--- config.mk ---
export PLATFORM = sky130hd
export DESIGN_NAME = dsp_pin_share
export DESIGN_NICKNAME = d
export VERILOG_FILES = /design/src/rtl/dsp_pkg.sv /design/src/rtl/dsp_pin_share.sv /design/src/rtl/dsp_sync.sv
export SDC_FILE = /design/constraint.sdc
export NUM_CORES = 1
export LEC_CHECK = 0
export BUFFER_PORTS_ARGS = -buffer_cell sky130_fd_sc_hd__buf_2
export CAP_MARGIN = 0
export CELL_PAD_IN_SITES_DETAIL_PLACEMENT = 0
export CELL_PAD_IN_SITES_GLOBAL_PLACEMENT = 1
export CORE_UTILIZATION = 26
export DETAILED_ROUTE_END_ITERATION = 10
export PLACE_DENSITY_LB_ADDON = 0.12
export SETUP_SLACK_MARGIN = 0.3
export SLEW_MARGIN = 20
export SYNTH_ARGS = -nofsm -noshare
export SYNTH_HDL_FRONTEND = slang
export SYNTH_SLANG_ARGS = --single-unit
--- constraint.sdc ---
create_clock -name mclk -period 1 [get_ports mclk]
set_input_delay 0.05 -clock mclk [delete_from_list [all_inputs] [get_ports mclk]]
set_output_delay 0.05 -clock mclk [all_outputs]
set_load 0.005 [all_outputs]
--- src/rtl/dsp_pkg.sv ---
// dsp_pkg: constants for the decoder/spi/timer/gpio pin sharing block
// assumes one system clock, synchronous active-high reset
package dsp_pkg;
    // per-pin function selects
    typedef enum logic [1:0] {
        DSP_FN_DEC,
        DSP_FN_TMR,
        DSP_FN_SPI,
        DSP_FN_GPIO
    } dsp_func_t;

    // shared decoder pins index 0..2: phase b, index, home
    localparam int DSP_NPIN = 3;
    localparam int DSP_PIN_PHB = 0;
    localparam int DSP_PIN_IDX = 1;
    localparam int DSP_PIN_HOME = 2;
    // port c pull-up bit positions
    localparam int DSP_PUR_PHB_BIT = 1;
    localparam int DSP_PUR_IDX_BIT = 2;
    localparam int DSP_PUR_HOME_BIT = 3;
    localparam int DSP_PUR_CS0_BIT = 8;
    localparam int DSP_PUR_CS1_BIT = 9;
    localparam int DSP_PUR_CS2_BIT = 10;
    localparam int DSP_PUR_W = 16;
    localparam logic [15:0] DSP_PUR_RST = 16'hffff;
    localparam logic [2:0] DSP_IDLE_IN = 3'h0;
    // slave select is active low, so its idle level is high
    localparam logic DSP_SS_IDLE = 1'b1;
endpackage

--- src/rtl/dsp_pin_share.sv ---
// dsp_pin_share: pin sharing for decoder 1, timer b, spi 1, port c gpio
// and the three current-status inputs of the first pwm module.
// assumes pin pads resolve level from in/out/oe (oe low = driving).
`timescale 1ns/10ps
module dsp_pin_share
(
    input wire logic mclk,
    input wire logic rst,
    // configuration
    input wire logic phase_b_alt_select,
    input wire logic select_a,
    input wire logic select_b,
    input wire logic [2:0] timer_sel,
    input wire logic [2:0] gpio_sel,
    input wire logic [2:0] cs_gpio_sel,
    input wire logic [dsp_pkg::DSP_PUR_W-1:0] port_c_pullup_reg,
    input wire logic pullup_we,
    input wire logic [2:0] gpio_dir,
    input wire logic [2:0] gpio_dout,
    input wire logic [2:0] cs_gpio_dir,
    input wire logic [2:0] cs_gpio_dout,
    // shared pads: phase b, index, home
    input wire logic [2:0] pad_in,
    output logic [2:0] pad_out,
    output logic [2:0] pad_oe_n,
    output logic [2:0] pad_pullup,
    // current-status pads
    input wire logic [2:0] cs_pad_in,
    output logic [2:0] cs_pad_out,
    output logic [2:0] cs_pad_oe_n,
    output logic [2:0] cs_pad_pullup,
    // decoder 1
    output logic dec1_phase_b_in,
    output logic dec1_index_in,
    output logic dec1_home_in,
    // timer b channels 1..3
    input wire logic [2:0] timer_out,
    input wire logic [2:0] timer_oe,
    output logic timer_b_chan_one,
    output logic timer_b_chan_two,
    output logic timer_b_chan_three,
    // spi 1
    input wire logic spi_master,
    input wire logic spi_mosi_out,
    input wire logic spi_miso_out,
    input wire logic spi_enable,
    output logic spi_one_master_out,
    output logic spi_one_master_in,
    output logic spi_one_slave_select,
    output logic spi_selected,
    output logic spi_mode_fault,
    // gpio readback
    output logic port_c_line_one,
    output logic port_c_line_two,
    output logic port_c_line_three,
    output logic [2:0] cs_gpio_din,
    // first pwm module current status
    output logic current_status_a_zero,
    output logic current_status_a_one,
    output logic current_status_a_two
);
    import dsp_pkg::*;

    dsp_func_t func_r [DSP_NPIN];
    logic [2:0] sel_spi;
    logic [2:0] pin_s;
    logic [2:0] cs_s;
    logic [2:0] pup_r;
    logic [2:0] cs_pup_r;
    logic [2:0] cs_gpio_r;

    // spi wins over gpio, gpio over timer; decoder is the fallback
    function automatic dsp_func_t pick(input logic spi, input logic gp,
                                       input logic tm);
        if (spi) begin
            pick = DSP_FN_SPI;
        end else if (gp) begin
            pick = DSP_FN_GPIO;
        end else if (tm) begin
            pick = DSP_FN_TMR;
        end else begin
            pick = DSP_FN_DEC;
        end
    endfunction

    assign sel_spi = {select_b, select_a, phase_b_alt_select};

    // registered select so each pin changes function on one clean edge
    always_ff @(posedge mclk) begin
        for (int i = 0; i < DSP_NPIN; i++) begin
            if (rst) begin
                func_r[i] <= DSP_FN_DEC;
            end else begin
                func_r[i] <= pick(sel_spi[i], gpio_sel[i], timer_sel[i]);
            end
        end
    end

    always_ff @(posedge mclk) begin
        if (rst) begin
            cs_gpio_r <= 3'h0;
        end else begin
            cs_gpio_r <= cs_gpio_sel;
        end
    end

    // pull-ups stay on until software writes a cleared bit
    always_ff @(posedge mclk) begin
        if (rst) begin
            pup_r <= DSP_PUR_RST[DSP_PUR_HOME_BIT:DSP_PUR_PHB_BIT];
            cs_pup_r <= DSP_PUR_RST[DSP_PUR_CS2_BIT:DSP_PUR_CS0_BIT];
        end else if (pullup_we) begin
            pup_r <= {port_c_pullup_reg[DSP_PUR_HOME_BIT],
                      port_c_pullup_reg[DSP_PUR_IDX_BIT],
                      port_c_pullup_reg[DSP_PUR_PHB_BIT]};
            cs_pup_r <= {port_c_pullup_reg[DSP_PUR_CS2_BIT],
                         port_c_pullup_reg[DSP_PUR_CS1_BIT],
                         port_c_pullup_reg[DSP_PUR_CS0_BIT]};
        end
    end
    assign pad_pullup = pup_r;
    assign cs_pad_pullup = cs_pup_r;

    // pads are off-chip: synchronise before use
    for (genvar g = 0; g < 3; g++) begin : g_sync
        dsp_sync #(.RST_VAL(1'b1)) u_pin (
            .mclk(mclk),
            .rst(rst),
            .din(pad_in[g]),
            .dout(pin_s[g])
        );
        dsp_sync #(.RST_VAL(1'b1)) u_cs (
            .mclk(mclk),
            .rst(rst),
            .din(cs_pad_in[g]),
            .dout(cs_s[g])
        );
    end

    // unselected functions see a fixed idle level
    function automatic logic route_in(input dsp_func_t f,
                                      input dsp_func_t want,
                                      input logic lvl, input logic idle);
        route_in = (f == want) ? lvl : idle;
    endfunction

    always_comb begin
        dec1_phase_b_in = route_in(func_r[DSP_PIN_PHB], DSP_FN_DEC,
                                   pin_s[DSP_PIN_PHB], 1'b0);
        dec1_index_in = route_in(func_r[DSP_PIN_IDX], DSP_FN_DEC,
                                 pin_s[DSP_PIN_IDX], 1'b0);
        dec1_home_in = route_in(func_r[DSP_PIN_HOME], DSP_FN_DEC,
                                pin_s[DSP_PIN_HOME], 1'b0);
        timer_b_chan_one = route_in(func_r[DSP_PIN_PHB], DSP_FN_TMR,
                                    pin_s[DSP_PIN_PHB], 1'b0);
        timer_b_chan_two = route_in(func_r[DSP_PIN_IDX], DSP_FN_TMR,
                                    pin_s[DSP_PIN_IDX], 1'b0);
        timer_b_chan_three = route_in(func_r[DSP_PIN_HOME], DSP_FN_TMR,
                                      pin_s[DSP_PIN_HOME], 1'b0);
        port_c_line_one = route_in(func_r[DSP_PIN_PHB], DSP_FN_GPIO,
                                   pin_s[DSP_PIN_PHB], 1'b0);
        port_c_line_two = route_in(func_r[DSP_PIN_IDX], DSP_FN_GPIO,
                                   pin_s[DSP_PIN_IDX], 1'b0);
        port_c_line_three = route_in(func_r[DSP_PIN_HOME], DSP_FN_GPIO,
                                     pin_s[DSP_PIN_HOME], 1'b0);
        spi_one_master_out = route_in(func_r[DSP_PIN_PHB], DSP_FN_SPI,
                                      pin_s[DSP_PIN_PHB], 1'b0);
        spi_one_master_in = route_in(func_r[DSP_PIN_IDX], DSP_FN_SPI,
                                     pin_s[DSP_PIN_IDX], 1'b0);
        spi_one_slave_select = route_in(func_r[DSP_PIN_HOME], DSP_FN_SPI,
                                        pin_s[DSP_PIN_HOME],
                                        DSP_SS_IDLE);
    end

    // slave select: selection in slave mode, arbitration in master mode
    assign spi_selected = spi_enable && !spi_master &&
                          !spi_one_slave_select;
    assign spi_mode_fault = spi_enable && spi_master &&
                            !spi_one_slave_select;

    // output side; the spi engine places each bit a half serial clock
    // ahead of the sampling edge, this block adds no delay to that path
    always_comb begin
        for (int i = 0; i < DSP_NPIN; i++) begin
            pad_out[i] = 1'b0;
            pad_oe_n[i] = 1'b1;
            case (func_r[i])
                DSP_FN_TMR: begin
                    pad_out[i] = timer_out[i];
                    pad_oe_n[i] = !timer_oe[i];
                end
                DSP_FN_GPIO: begin
                    pad_out[i] = gpio_dout[i];
                    pad_oe_n[i] = !gpio_dir[i];
                end
                DSP_FN_SPI: begin
                    if (i == DSP_PIN_PHB) begin
                        pad_out[i] = spi_mosi_out;
                        pad_oe_n[i] = !(spi_enable && spi_master);
                    end else if (i == DSP_PIN_IDX) begin
                        pad_out[i] = spi_miso_out;
                        // float unless selected as slave
                        pad_oe_n[i] = !spi_selected;
                    end
                end
                default: begin
                    pad_out[i] = 1'b0;
                end
            endcase
        end
    end

    // current-status pins: pwm input by default, gpio when selected
    always_comb begin
        for (int i = 0; i < 3; i++) begin
            cs_pad_out[i] = cs_gpio_dout[i];
            cs_pad_oe_n[i] = !(cs_gpio_r[i] && cs_gpio_dir[i]);
            cs_gpio_din[i] = cs_gpio_r[i] ? cs_s[i] : 1'b0;
        end
        current_status_a_zero = cs_gpio_r[0] ? 1'b0 : cs_s[0];
        current_status_a_one = cs_gpio_r[1] ? 1'b0 : cs_s[1];
        current_status_a_two = cs_gpio_r[2] ? 1'b0 : cs_s[2];
    end
endmodule

--- src/rtl/dsp_sync.sv ---
// dsp_sync: three-stage synchroniser with second/third stage agreement
// assumes the input is asynchronous to mclk
`timescale 1ns/10ps
module dsp_sync #(
    parameter logic RST_VAL = 1'b0
) (
    input wire logic mclk,
    input wire logic rst,
    input wire logic din,
    output logic dout
);
    logic s1_r;
    logic s2_r;
    logic s3_r;

    always_ff @(posedge mclk) begin
        if (rst) begin
            s1_r <= RST_VAL;
            s2_r <= RST_VAL;
            s3_r <= RST_VAL;
        end else begin
            s1_r <= din;
            s2_r <= s1_r;
            s3_r <= s2_r;
        end
    end

    // output moves only when the two settled stages agree
    always_ff @(posedge mclk) begin
        if (rst) begin
            dout <= RST_VAL;
        end else if (s2_r == s3_r) begin
            dout <= s3_r;
        end
    end
endmodule
* Word level (Yosys, flattened, before mapping)
Memory sizes are Yosys's and may differ from the RTL's.
Index checks and enable logic that the tools add are counted.
** Storage, ports and cells
- Bits in registers :: 33
- Bits in latches :: 0
- RAM bits :: 6
- ROM bits :: 0
- Input bits :: 59
- Output and inout port bits :: 38
- Word-level logic and storage cells :: 111
- Memories :: 1
** Memories
- func_r :: words 3, bits a word 2, read ports 3, clocked after memory_dff 0, write ports 3, line dsp_pin_share.sv:64 : dsp_func_t func_r [DSP_NPIN];
** Cells by class
- $add $sub $neg :: 0
- $mul :: 0
- Div/mod/pow operators :: 0
- $lt $le $gt $ge :: 0
- Equality and inequality tests :: 15
- Shift operators :: 0
- Mux-type cells :: 42
- Bitwise gates (word level) :: 3
- Reduce and logical (&&, ||, !) cells :: 23
** Operator list (count)
- 1-bit two-way mux :: 24
- 2-bit two-way mux :: 12
- 1-bit logical NOT :: 13
- 2-bit == test (second input constant) :: 6
- 1-bit case mux with 3 select lines :: 4
- 1-bit logical AND :: 7
- 1-bit == test :: 6
- 2-bit by 1-bit == test with 1-bit output (second input constant) :: 3
- 2-bit logical NOT :: 3
- 1-bit case mux with 2 select lines :: 2
- 1-bit bitwise OR :: 3

* Depth between registers and ports, before layout
An unclocked memory read counts as a cell.
- Depth in word-level cells :: 7
- Gate-level depth with buffers :: 3
- Gate-level depth less buffers :: 2

* Hierarchy
From an unflattened synthesis, not the netlist that was laid out.
** Second synthesis, totals
- Cells, all modules :: 151
- Area, all modules :: 1463.9 um2
** Modules (own cells, without submodules)
- dsp_pin_share :: instances 1, cells each 91, area each 773.2 um2, sequential area each 300.3 um2
- dsp_sync :: instances 6, cells each 10, area each 115.1 um2, sequential area each 80.1 um2

* Least setup slack after synthesis
OpenSTA, ideal clock, no wires.
- Path kind :: register to output
- From :: memory func_r[2][1] (netlist name)
- To :: output spi_selected
- Data arrival time :: 0.971 ns
- Data required time :: 0.950 ns
- Setup slack :: -0.021 ns
- Cell stages (with the launch flop) :: 3
- Path buffers :: 0
- Cell sequence :: dfxtp_1 or3b_4 nor3b_2
** RTL lines
- start: declaration :: line dsp_pin_share.sv:64
- end: declaration :: line dsp_pin_share.sv:50 : output logic spi_selected,

* Final worst setup path
- From :: register g_sync[2].u_pin.dout
- To :: output spi_selected
** On the way
- Word-level cells in the longest chain between the ends :: 3
** Ends and longest elaborated chain
- start: declaration :: line dsp_sync.sv:10 : output logic dout
- start signal: assignment :: line dsp_sync.sv:33 : dout <= s3_r;
- 1-bit two-way mux :: line dsp_pin_share.sv:144 : route_in = (f == want) ? lvl : idle;
- 1-bit logical NOT :: line dsp_pin_share.sv:177 : !spi_one_slave_select;
- 1-bit logical AND :: line dsp_pin_share.sv:176 : assign spi_selected = spi_enable && !spi_master &&
Every way passes these cells.

==> flow_summary.yaml <==
detailed_routing:
  drt_pre_antenna_iters: 4
  vias: 1362
  finalWirelength_mm: 3.108
  highest_layer: "met4"
  routedWlPerCell_um: 9.593
  met3_length_um: 342
  drtAntennaViolNets: 0
  vias_per_cell: 4.204
  remaining_drc_errors: 0
  m1WireLength_mm: 1.400
  drt_iter0_drc: 44
  wl_met2_mm: 1.316
yosys:
  synth_mux_area_share_pct: 4.829
  synthArstFlopShare_pct: 0
  syn_avg_cell_area_um2: 9.695
  syn_nets: 214
  synth_top_family_by_area: "simple AND/OR/NAND/NOR gates"
  syn-cell-area_um2: 1503
  ys_seq_area_share_pct: 51.96
  synth_adder_area_share_pct: 0
  synthCells: 155
  synth_compound_area_share_pct: 9.992
  yosys_warnings: 0
  synth_ff_type: "dfxtp_1"
  synth_xor_area_share_pct: 0
  synth-seq-cells: 39
  synth_cell_type_count: 26
  synth_simple_gate_area_share_pct: 29.64
  synth_edf_count: 0
floorplanning:
  start_util_pct: 27.12
  io_pins: 97
  core_area_um2: 5540
  die_w_um: 78.03
  row_count: 27
  fp.dieH_um: 78.03
  dieArea_um2: 6088
power:
  powerDensity_nw_per_um2: 1276
  ir_worst_vdd_v: 0.0008684
  p_leak_uw: 0.001139
sta:
  tightest_slew_ps: 598.5
  min_period_over_period_pct: 136.8
  rsz0062_at_grt: "yes"
  final.setup.tns_ps: -2891
  hold_violations: 14
  hold_ws_ps: -58.14
  maxSlewViolCount: 0
  relSlewSlack_pct: 60.10
  clock_skew_ps: 4.732
  period_needed_ps: 1368
  fin_ws_ps: -368.1
  fmax_ghz: 0.7310
  setup_viol: 18
hold_path:
  hp-class: "in -> reg"
  holdPathStages: 2
  worst_hold_startpoint: "select_b"
setup_path:
  required_ps: 950
  path_class: "reg -> out"
  critPathLaunchType: "flip-flop"
  critPathArrivalTime_ps: 1320
  r2r_cells: 4
  critPathMaxFanout: 4
  startpoint: "g_sync[2].u_pin.dout"
  endpoint_kind: "primary output"
  r2r_start: "g_sync[2].u_pin.dout"
place:
  hpwlAfterDp_mm: 2.131
  routabilityCongestion: 0.6529
  place_area_um2: 2004
  place_ws_ps: -89.92
  portBuffers: 80
layout:
  antenna-diode-count: 0
  stdcell_area_um2: 2435
  nets: 310
  largest_register_ff_count: 6
  largest_register: "func_r"
  seqCellArea_um2: 825.8
  fillers: 571
  drive_gt1_share_pct: 69.44
  multi_input_comb_area_um2: 798.3
  area_growth_pct: 62.03
clock_network:
  cts_tree: "yes"
  htree_levels: 2
  clk_latency_ps: 280
  numCtsBuffers: 5
  cts-root-buf: "clkbuf_8"
  cts_sinks: 39
  path_clk_slew_ps: 70
  cts_max_path_buffers: 2
global_routing:
  grt_max_degree: 40
  overflow: 0
  grt_pass1_vias: 1296
  track_usage_pct: 10.86
  antenna_found_initial: 0
  grt_pass1_wl_mm: 5.299
flow_run:
  drv_cap: 0
status:
  outcome: "complete, but fails checks"
  violations: "negative hold slack, negative setup slack"
-- critical path: stages (launching register included) --
cell and delay [ps]:
dfxtp_2 320, or3b_4 430, nor3b_2 160, buf_2 130
-- report_power, final --
part / internal [uW] / switching, uW / total, uW
Clock: 489 / 494 / 983
Sequential: 1620 / 45.9 / 1670
Combinational: 295 / 162 / 457
-- synth_stat cells, types with 2 or more instances --
cell	n	share of area [%]
and3_1	2	0.83
nand2_1	10	2.5
a21oi_1	7	2.3
buf_2	4	1.3
nor2_1	18	4.5
nor3_1	3	1.0
and2_1	3	1.2
mux2i_1	5	3.3
buf_4	3	1.5
mux2_2	2	1.5
dfxtp_1	39	52
nor2b_1	13	5.4
and3b_1	2	1.2
clkbuf_1	3	0.75
a211o_1	6	3.5
o21bai_1	6	3.0
or2_2	18	7.5
nor3b_1	3	1.5
-- routing by layer --
layer	track usage [%]	vias up
li1	-	703
met1	12.13	592
met2	18.32	61
met3	4.419	6
met4	4.444	0
met5	0	-
-- cell type report --
class	count	share of cell area (%)
flip-flops and latches	39	33.92
well taps	72	3.700
repair buffers	99	26.26
clock inverters	1	0.2055
clock buffers	7	3.135
multi-input cells	106	32.79
-- through the flow --
stage / total power (uW) / util, % / std cells / hold slack (ps)
floorplan: 1891 / - / 155 / 119.4
global placement: 2071 / 36.18 / 304 / 100.0
detailed placement: 2069 / 36.18 / 304 / 100.0
CTS: 3140 / 41.64 / 324 / -72.16
global route: 3302 / 43.95 / 324 / -69.57
finish: 3106 / 43.95 / 324 / -58.14
-- cells in the final DEF (no fill, tap or decap), types with 2 or more instances in the layout --
cell type	n
nand2_1	8
nor2b_4	6
dlymetal6s4s_1	2
nor2_2	6
nor3b_2	3
and3b_1	2
buf_4	6
nor2_1	12
dfxtp_4	5
buf_6	15
nor3_1	3
or2_2	12
a211o_1	6
mux2i_1	5
nor2b_1	7
clkbuf_1	2
buf_2	72
clkbuf_8	5
a21oi_2	6
dfxtp_2	21
dfxtp_1	13
o21bai_1	6
and3_4	2
and2_4	2
nand2_2	2
dlygate4sd3_1	4
or2_4	6
-- final timing paths --
check,to,slack [ps]
min reg2reg,g_sync[2].u_pin.s2_r,410
max reg2reg,g_sync[2].u_pin.dout,160
min,func_r[2][0],-60
max,spi_selected,-370
-- what timing repair did --
action                                  4_1_cts  5_1_grt
endpoints found under the setup margin       46       53
pin swaps                                    15       14
hold buffers                                  8        1
hold endpoints to repair                     21       14
resized for setup                            44       36
setup buffers                                 4        2
-- kinds of logic (layout without fill, tap and decap cells) --
family / Yosys count / in the layout
AO/OA/AOI/OAI: 21 / 21
multiplexers: 7 / 7
flip-flops: 39 / 39
AND/OR/NAND/NOR: 78 / 78
buffers and inverters: 10 / 107
(Power assumes the default switching activity.)
